--- src/design/sapc_pkg.sv ---
// package: offsets, field layouts and reset values of the split and power regs
package sapc_pkg;
  // ****************************************
  // register offsets (byte addresses)
  // ****************************************
  localparam logic [7:0] SAPC_OFF_UP_SPLIT = 8'h88;
  localparam logic [7:0] SAPC_OFF_DN_SPLIT = 8'h8c;
  localparam logic [7:0] SAPC_OFF_PM_CAP = 8'h90;
  localparam logic [7:0] SAPC_OFF_SPLIT_REQ = 8'ha0;
  localparam logic [7:0] SAPC_OFF_SPLIT_STAT = 8'ha4;
  // ****************************************
  // field positions and values
  // ****************************************
  localparam int SAPC_LIMIT_LSB = 16;
  localparam logic [15:0] SAPC_UP_CAP = 16'h0010;
  localparam logic [15:0] SAPC_DN_CAP = 16'h0010;
  localparam logic [15:0] SAPC_UP_LIMIT_RST = 16'h0010;
  localparam logic [15:0] SAPC_LIMIT_ALL = 16'hffff;
  localparam logic [7:0] SAPC_PM_ID = 8'h01;
  localparam logic [7:0] SAPC_NEXT_PTR = 8'ha8;
  localparam logic [2:0] SAPC_PM_VERSION = 3'h2;
  localparam logic [0:0] SAPC_PME_CLOCK = 1'h0;
  localparam logic [0:0] SAPC_PM_RSVD20 = 1'h0;
  localparam logic [0:0] SAPC_DSI = 1'h0;
  localparam logic [2:0] SAPC_AUX_CURRENT = 3'h1;
  localparam logic [0:0] SAPC_D1_SUPPORT = 1'h0;
  localparam logic [0:0] SAPC_D2_SUPPORT = 1'h0;
  localparam logic [4:0] SAPC_PME_SUPPORT = 5'h19;
  localparam logic [31:0] SAPC_UNMAPPED_RD = 32'h0000_0000;
endpackage

--- src/design/sapc_split_gate.sv ---
// split request gate for one direction: forward or hold by limit
`timescale 1ns/1ns
module sapc_split_gate
  import sapc_pkg::*;
(
  input wire logic [15:0] limit,
  input wire logic [15:0] outstanding,
  input wire logic [15:0] reqSize,
  input wire logic reqValid,
  output logic forward,
  output logic held
);
  logic [16:0] total;
  logic fits;
  logic unlimited;
  assign total = {1'b0, outstanding} + {1'b0, reqSize};
  assign unlimited = limit == SAPC_LIMIT_ALL;
  assign fits = total <= {1'b0, limit};
  assign forward = reqValid && (unlimited || fits);
  assign held = reqValid && !(unlimited || fits);
endmodule

--- src/design/sapc_regs.sv ---
// split transaction and power capability register group on apb
//
// Added by the designer: register access over APB.
`timescale 1ns/1ns
module sapc_regs
  import sapc_pkg::*;
(
  input wire logic clk,
  input wire logic reset_n,
  input wire logic psel,
  input wire logic penable,
  input wire logic pwrite,
  input wire logic [7:0] paddr,
  input wire logic [31:0] pwdata,
  input wire logic [3:0] pstrb,
  output logic [31:0] prdata,
  output logic pready,
  output logic pslverr,
  input wire logic upReqValid,
  input wire logic [15:0] upReqSize,
  input wire logic [15:0] upOutstanding,
  input wire logic dnReqValid,
  input wire logic [15:0] dnReqSize,
  input wire logic [15:0] dnOutstanding,
  output logic upForward,
  output logic dnForward,
  output logic upHeld,
  output logic dnHeld
);
  // ****************************************
  // state
  // ****************************************
  logic [15:0] upLimit_r;
  logic [15:0] dnLimit_r;
  logic [15:0] upLimit_nxt;
  logic [15:0] dnLimit_nxt;
  logic upDelayed_r;
  logic dnDelayed_r;
  logic [31:0] prdata_r;
  logic pready_r;
  logic pslverr_r;
  logic upForward_r;
  logic dnForward_r;
  logic upHeld_r;
  logic dnHeld_r;

  // ****************************************
  // apb decode
  // ****************************************
  // answer one cycle after the first access cycle; pready is a registered pulse
  // pready_r in the decode keeps one transfer from being taken twice
  logic access;
  logic wrAcc;
  logic selUp;
  logic selDn;
  logic selPm;
  logic selStat;
  logic selReq;
  logic mapped;
  logic clrUp;
  logic clrDn;
  assign access = psel && penable && !pready_r;
  assign wrAcc = access && pwrite;
  assign selUp = paddr == SAPC_OFF_UP_SPLIT;
  assign selDn = paddr == SAPC_OFF_DN_SPLIT;
  assign selPm = paddr == SAPC_OFF_PM_CAP;
  assign selStat = paddr == SAPC_OFF_SPLIT_STAT;
  assign selReq = paddr == SAPC_OFF_SPLIT_REQ;
  assign mapped = selUp || selDn || selPm || selStat || selReq;

  // ****************************************
  // limit writes, byte lanes honoured
  // ****************************************
  // only bits 31:16 take write data; capability halves stay constant
  // a limit below the capability is legal: software may throttle splits
  assign upLimit_nxt = {pstrb[3] ? pwdata[31:24] : upLimit_r[15:8],
                        pstrb[2] ? pwdata[23:16] : upLimit_r[7:0]};
  assign dnLimit_nxt = {pstrb[3] ? pwdata[31:24] : dnLimit_r[15:8],
                        pstrb[2] ? pwdata[23:16] : dnLimit_r[7:0]};

  always_ff @(posedge clk) begin
    if (!reset_n) begin
      upLimit_r <= SAPC_UP_LIMIT_RST;
      dnLimit_r <= SAPC_DN_CAP;
    end else begin
      if (wrAcc && selUp) begin
        upLimit_r <= upLimit_nxt;
      end
      if (wrAcc && selDn) begin
        dnLimit_r <= dnLimit_nxt;
      end
    end
  end

  // ****************************************
  // read mux
  // ****************************************
  logic [31:0] upWord;
  logic [31:0] dnWord;
  logic [31:0] pmWord;
  logic [31:0] statWord;
  logic [31:0] reqWord;
  logic [31:0] rdMux;
  assign upWord = {upLimit_r, SAPC_UP_CAP};
  assign dnWord = {dnLimit_r, SAPC_DN_CAP};
  assign pmWord = {SAPC_PME_SUPPORT,
                   SAPC_D2_SUPPORT, SAPC_D1_SUPPORT,
                   SAPC_AUX_CURRENT,
                   SAPC_DSI,
                   SAPC_PM_RSVD20,
                   SAPC_PME_CLOCK,
                   SAPC_PM_VERSION,
                   SAPC_NEXT_PTR,
                   SAPC_PM_ID};
  assign statWord = {30'h0, dnDelayed_r, upDelayed_r};
  assign reqWord = {28'h0, dnHeld_r, upHeld_r, dnForward_r, upForward_r};
  assign rdMux = selUp ? upWord :
                 selDn ? dnWord :
                 selPm ? pmWord :
                 selStat ? statWord :
                 selReq ? reqWord : SAPC_UNMAPPED_RD;

  always_ff @(posedge clk) begin
    if (!reset_n) begin
      prdata_r <= 32'h0;
      pready_r <= 1'b0;
      pslverr_r <= 1'b0;
    end else begin
      pready_r <= access;
      pslverr_r <= access && !mapped;
      prdata_r <= (access && !pwrite) ? rdMux : 32'h0;
    end
  end

  // ****************************************
  // split request gating
  // ****************************************
  // results are registered, so they trail the request by one cycle
  // limitation: a held request is not retried here; the requester repeats it
  logic upFwdC;
  logic dnFwdC;
  logic upHeldC;
  logic dnHeldC;
  sapc_split_gate upGate (
    .limit(upLimit_r),
    .outstanding(upOutstanding),
    .reqSize(upReqSize),
    .reqValid(upReqValid),
    .forward(upFwdC),
    .held(upHeldC)
  );
  sapc_split_gate dnGate (
    .limit(dnLimit_r),
    .outstanding(dnOutstanding),
    .reqSize(dnReqSize),
    .reqValid(dnReqValid),
    .forward(dnFwdC),
    .held(dnHeldC)
  );

  // sticky delayed flags, write one to clear; a new hold wins over clear
  // the flags gather holds between reads, so a short burst is not missed
  assign clrUp = wrAcc && selStat && pstrb[0] && pwdata[0];
  assign clrDn = wrAcc && selStat && pstrb[0] && pwdata[1];

  always_ff @(posedge clk) begin
    if (!reset_n) begin
      upDelayed_r <= 1'b0;
      dnDelayed_r <= 1'b0;
      upForward_r <= 1'b0;
      dnForward_r <= 1'b0;
      upHeld_r <= 1'b0;
      dnHeld_r <= 1'b0;
    end else begin
      upDelayed_r <= upHeldC || (upDelayed_r && !clrUp);
      dnDelayed_r <= dnHeldC || (dnDelayed_r && !clrDn);
      upForward_r <= upFwdC;
      dnForward_r <= dnFwdC;
      upHeld_r <= upHeldC;
      dnHeld_r <= dnHeldC;
    end
  end

  assign prdata = prdata_r;
  assign pready = pready_r;
  assign pslverr = pslverr_r;
  assign upForward = upForward_r;
  assign dnForward = dnForward_r;
  assign upHeld = upHeld_r;
  assign dnHeld = dnHeld_r;
endmodule

--- config.mk ---
export PLATFORM = sky130hd
export DESIGN_NAME = sapc_regs
export DESIGN_NICKNAME = d
export VERILOG_FILES = /design/src/design/sapc_pkg.sv /design/src/design/sapc_split_gate.sv /design/src/design/sapc_regs.sv
export SDC_FILE = /design/constraint.sdc
export NUM_CORES = 1
export LEC_CHECK = 0
export CORE_MARGIN = 2
export CORE_UTILIZATION = 45
export DETAILED_ROUTE_END_ITERATION = 12
export DONT_BUFFER_PORTS = 1
export SETUP_SLACK_MARGIN = 0.3
export SLEW_MARGIN = 20
export SYNTH_ARGS = -nofsm -noshare
export SYNTH_HDL_FRONTEND = slang
export SYNTH_SLANG_ARGS = --single-unit
--- constraint.sdc ---
create_clock -name clk -period 6.6 [get_ports clk]
set_input_delay 0.33 -clock clk [delete_from_list [all_inputs] [get_ports clk]]
set_output_delay 0.33 -clock clk [all_outputs]
set_load 0.005 [all_outputs]
==> run summary, run 1 <==
Hold Violations, Final - 0
DR WL/cell - 15.4 µm
die height - 106 µm
DR DRC count - 0
Switching Share - 30.2%
# hold bufs at CTS - 0
yosys warns - 0
root buffer cell - clkbuf_8
MaxCap Viol Count - 0
Lkg Pwr - 0.00190 µW
vias - 3890
Starting Density - 45.8%
P&R area growth vs syn - 5.10%
DR iter-0 viols - 115
DP HPWL - 9050 µm
RSZ-0062 raised after global routing - no
initial antenna violation count - 0
Pwr Total - 972 µW
H-tree levels - 3
CTS max path bufs - 2
CTS tree - built
IO buf count - 0
I/O Pins - 153
Die X - 106 µm
CP max FO - 4
max incr delay on CP - 480 ps
CP Launch Type - input port
worst vdd ir - 0.0991 mV
final net count - 749
minimum clock period - 3600 ps
Post-Synthesis Cell Area - 4690 µm²
global placer's final weighted congestion - 0.850
cells along the critical path - ha_1, inv_1, fa_1, nor2b_1, o31a_1, o211ai_1, a311oi_1, nand3_1, nand2_1, xnor2_1, ha_1, nor3_1, o21ai_0, a211oi_1, a211oi_1, a221oi_1, a21oi_1, a31o_2
synth top area cells - dfxtp_1 26%, ha_1 17%, nand2_1 7.0%
Post-Synthesis Cells - 573
post-CTS setup buffer count - 0
drt total wl - 10900 µm
CP top delay family - compound AO/OA/AOI/OAI gates
global-route wire length before repair - 17900 µm
Resize count post-CTS - 0
Non-Filler Instances - 709
number of synthesized flops with an enable pin - 0
aggregate global routing overflow - 0
status - finished, final reports clean
Setup Skew - 7.85 ps
hold crit path type - input port to flop
Max Slew Vio Count - 0
Final Cycle Share - 54.5%
fmax - 278 MHz
core region area - 10200 µm²
internal power - 679 µW
worst skew pair latency - 330 ps
Crit Path Class - input port to flop
TritonCTS Sinks - 62
total CTS buffers - 9
Crit path arrival time - 3820 ps
most frequent cells in the layout - 87 x nand2_1, 64 x ha_1, 62 x dfxtp_1
area leader, netlist - dfxtp_1
Syn Area/Cell - 8.18 µm²
share of layout cells above drive strength 1 - 6.46%
most common cell after layout, fill and taps aside - nand2_1
Final Setup Violations - 0
Critical Path RT - 6830 ps
CP Capture Type - flop
pwr dens - 197 nW/µm²
Comb pwr share - 27.2%
Seq pwr share - 39.5%
Worst-path clk slew - 70 ps
headroom to the max-slew limit - 68.3%
sequential fraction of the synthesis area - 26.5%
Slew @ Worst Pin - 464 ps
drt pass-1 iters - 4
area share of the leading cell type in the synthesized netlist - 26.5%
Psw - 293 µW
Distinct cells, synth - 56
top_reg_cell synth - dfxtp_1
Die ar. - 11300 µm²
cell row count - 37
via/cell ratio - 5.49
final antenna-violating net count - 0
largest net degree at the start of global routing - 40
n_diodes - 0
Clock power frac - 33.3%
flops & latches, synth - 62
Finished Core Util - 48.2%
Buf/Inv on CP - 1
setup_tns - 0 ps
placed insts - 693
CP max stage cell - a311oi_1
post-synthesis async set-or-reset flop share - 0%
Global Route Usage Sum - 19.9%
vias in the first global route - 3739
## final cells by class
class / instances / area [µm²]
clock buffers: 10 / 128
clock inverters: 6 / 62.6
fillers: 1015 / 5300
inverters: 44 / 165
multi-input cells: 451 / 3160
flip-flops and latches: 62 / 1240
well taps: 136 / 170
## flip-flops by register name, summed over array words and instances, names as in the netlist
signal,count
prdata,22
dnDelayed_r,1
pready,1
dnForward,1
dnHeld,1
upDelayed_r,1
pslverr,1
dnLimit_r,16
upLimit_r,16
upHeld,1
upForward,1
## power groups by stage
stage	clock network (µW)	logic [µW]	registers (µW)
after floorplan	0	225	391
after global placement	0	257	392
after detailed placement	0	264	392
after CTS	330	267	384
after global routing	349	308	384
final	324	264	384
## per-stage QoR
| stage | hold slack [ps] | area, µm² | setup slack, ps |
|---|---|---|---|
| floorplan | 399 | 4710 | 3080 |
| global placement | 403 | 4740 | 2700 |
| detailed placement | 403 | 4740 | 2650 |
| CTS | 46.1 | 4930 | 2990 |
| finish | 59.9 | 4930 | 3000 |
| global route | 37.6 | 4930 | 2610 |
## worst paths after layout
| check | startpoint | to | slack (ps) | cells past startpoint |
|---|---|---|---|---|
| setup / recovery | upReqSize[0] | upDelayed_r$_SDFF_PN0_ | 3000 | 18 |
| hold / removal | pwrite | prdata[22]$_SDFF_PN0_ | 60 | 1 |
| setup reg to reg | upLimit_r[10]$_SDFFE_PN0P_ | upDelayed_r$_SDFF_PN0_ | 4310 | 9 |
| hold reg to reg | dnLimit_r[14]$_SDFFE_PN0P_ | dnLimit_r[14]$_SDFFE_PN0P_ | 470 | 2 |
## synthesized netlist by cell type, types with 5 or more instances
library cell / count
o21ai_0: 17
mux2i_1: 13
xnor2_1: 20
xor2_1: 6
nor2_1: 45
a21boi_1: 17
nand2_1: 87
nand3_1: 6
a211oi_1: 13
buf_4: 14
dfxtp_1: 62
ha_1: 64
a21oi_1: 29
a21boi_2: 13
clkbuf_1: 6
nand4_1: 15
o211ai_1: 7
inv_1: 44
nor2b_1: 5
nor3_1: 14
nand2b_1: 5
a21o_1: 10
## worst register-to-register path: cells and delay by family, from the launching register on
| kind | cells | cell delay [ps] |
|---|---|---|
| AOI/OAI and AO/OA | 7 | 1420 |
| DFF | 1 | 400 |
| adders and majority gates | 1 | 310 |
| buffers and inverters | 1 | 60 |
## per-layer routing
| metal | track usage [%] | up-vias | wire length [µm] | share of wire, % |
|---|---|---|---|---|
| li1 | - | 2008 | - | - |
| met1 | 24.6 | 1769 | 4880 | 45 |
| met2 | 34.0 | 101 | 5250 | 48 |
| met3 | 5.64 | 12 | 620 | 5.7 |
| met4 | 5.36 | 0 | 194 | 1.8 |
| met5 | 0 | - | 0 | 0 |
## cell families after synthesis
group	count (synthesis)	synth area share (%)
flip-flops	62	26.5
AND/OR/NAND/NOR	205	20.6
multiplexers	13	2.78
adder cells (fa/ha/maj)	66	17.9
buffers and inverters	67	6.67
other	1	0.0800
XOR/XNOR	26	4.86
AO/OA/AOI/OAI	133	20.6
Power figures use the tool's default switching activity.
==> run 2, diff against run 1 <==
==> constraint.sdc (replaced) <==
create_clock -name clk -period 3 [get_ports clk]
set_input_delay 0.15 -clock clk [delete_from_list [all_inputs] [get_ports clk]]
set_output_delay 0.15 -clock clk [all_outputs]
set_load 0.005 [all_outputs]
==> run 2 against run 1 <==
Against the previous run: critical path depth shrank 1; setup slack lost 2900 ps; final cell count grew 12%; core utilization grew 8.7 points; sequential power grew 120%.
==> run summary, run 2 (synthesis gave the netlist of run 1 again) <==
max reg flops - 22 (unchanged)
Starting Density - 45.8% (unchanged)
cells along the critical path - ha_4, a21o_1, or4_1, o22a_1, nor4_2, nor2_1, buf_4, xor2_1, ha_1, o21ai_1, o21ai_1, a211oi_1, a211oi_1, a21oi_1, a21oi_1, buf_4, a31o_4
Pwr Total - 2370 µW (+140%)
minimum clock period - 2910 ps
P&R area growth vs syn - 24.0%
drt pass-1 iters - 4 (unchanged)
worst vdd ir - 0.191 mV (+92%)
Global Route Usage Sum - 21.1% (+1.2 points)
max incr delay on CP - 400 ps (-80 ps)
H-tree levels - 3 (unchanged)
cell row count - 37 (unchanged)
share of layout cells above drive strength 1 - 17.1% (+11 points)
MaxCap Viol Count - 0 (unchanged)
aggregate global routing overflow - 0 (unchanged)
root buffer cell - clkbuf_8
Final Hold Slack - 10.7 ps (-49.2 ps)
Slew @ Worst Pin - 732 ps (+268 ps)
CP top delay family - compound AO/OA/AOI/OAI gates
DP HPWL - 9180 µm (+1.4%)
setup_tns - 0 ps (unchanged)
hold crit path type - input port to flop
via/cell ratio - 5.36 (-2.4%)
total CTS buffers - 9 (unchanged)
DR DRC count - 0 (unchanged)
Non-Filler Instances - 791 (+12%)
DR WL/cell - 15.1 µm (-2.0%)
pwr dens - 408 nW/µm² (+110%)
global-route wire length before repair - 19100 µm (+6.9%)
Max Slew Vio Count - 0 (unchanged)
Hold Violations, Final - 0 (unchanged)
global placer's final weighted congestion - 0.849 (-0.15%)
drt total wl - 12000 µm (+9.3%)
Lkg Pwr - 0.00234 µW (+23%)
I/O Pins - 153 (unchanged)
DR iter-0 viols - 202 (+76%)
fmax - 344 MHz
TritonCTS Sinks - 62 (unchanged)
worst skew pair latency - 350 ps (+20 ps)
most common cell after layout, fill and taps aside - nand2_1
Die X - 106 µm (unchanged)
Setup Skew - 8.87 ps (+1.03 ps)
most frequent cells in the layout - 87 x nand2_1, 62 x dfxtp_1, 59 x ha_1
n_diodes - 0 (unchanged)
CP Launch Type - input port
CTS max path bufs - 2 (unchanged)
Placed Area - 5100 µm² (+7.7%)
core region area - 10200 µm² (unchanged)
CP max FO - 3 (-1)
Crit Path Class - input port to flop
Buf/Inv on CP - 2 (+1)
final net count - 832 (+11%)
Die ar. - 11300 µm² (unchanged)
Crit path arrival time - 3150 ps (-670 ps)
Final Cycle Share - 97.0%
largest net degree at the start of global routing - 26 (-35%)
Critical Path RT - 3240 ps (-3590 ps)
die height - 106 µm (unchanged)
headroom to the max-slew limit - 51.0% (-17 points)
fin area - 5820 µm² (+18%)
vias in the first global route - 4219 (+13%)
placed insts - 735 (+6.1%)
IO buf count - 0 (unchanged)
vias - 4237 (+8.9%)
status - finished, final reports clean
Worst-path clk slew - 70 ps (about the same)
Final Setup Violations - 0 (unchanged)
final antenna-violating net count - 0 (unchanged)
initial antenna violation count - 0 (unchanged)
CP Capture Type - flop
RSZ-0062 raised after global routing - yes
CP max stage cell - or4_1
CTS tree - built
[run 2: power by group]
part / internal (µW) / switching (µW) / total (µW)
Sequential: 836 / 8.06 / 844
Combinational: 391 / 372 / 763
Clock: 445 / 319 / 765
[run 2: timing repair]
item | 4_1_cts | 5_1_grt
hold endpoints to repair | 53 | 0
endpoints found under the setup margin | 6 | 6
hold buffers | 37 | 0
pin swaps | 23 | 21
gates resized for setup | 10 | 15
cloned | 0 | 0
setup buffers | 4 | 0
[run 2: path summary, 6_finish.rpt]
check,from,endpoint,slack [ps],depth (start not counted)
worst max-delay path,dnReqSize[5],dnDelayed_r$_SDFF_PN0_,90,17
worst max register to register,dnLimit_r[3]$_SDFFE_PN0P_,dnDelayed_r$_SDFF_PN0_,780,10
worst min-delay path,pwrite,prdata[1]$_SDFF_PP0_,10,2
worst min register to register,dnLimit_r[1]$_SDFFE_PN0P_,dnLimit_r[1]$_SDFFE_PN0P_,480,2
[run 2: cell type report]
| cell class | count | area, µm² |
|---|---|---|
| Clock inverter | 3 | 42.5 |
| Sequential cell | 62 | 1240 |
| Inverter | 44 | 165 |
| Fill cell | 939 | 4420 |
| Clock buffer | 12 | 165 |
| Tap cell | 136 | 170 |
| Multi-Input combinational cell | 451 | 3320 |
| Timing Repair Buffer | 83 | 716 |
[run 2: worst register-to-register path, stage by stage, from the launching register on]
cell      delay [ps]
dfxtp_1          400
inv_1             70
ha_1             330
a21oi_1          170
nand2_1           70
a211oi_1         310
o211ai_1         130
a21oi_1          160
a21oi_1          100
buf_4            170
a31o_4           230
[run 2: stage by stage]
| step | worst slack, ps | utilization [%] |
|---|---|---|
| after CTS | 106 | 56.3 |
| after global routing | -76.0 | 56.8 |
| after global placement | -317 | 49.9 |
| final | 91.4 | 56.8 |
| after detailed placement | -350 | 49.9 |
| after floorplan | -130 | - |
[run 2: metal layers]
metal,share of wire [%],global-route usage [%],wire length (µm)
met1,43,24.2,5190
met2,50,39.0,5930
met3,4.5,3.07,535
met4,2.5,8.83,301
met5,0,0,0
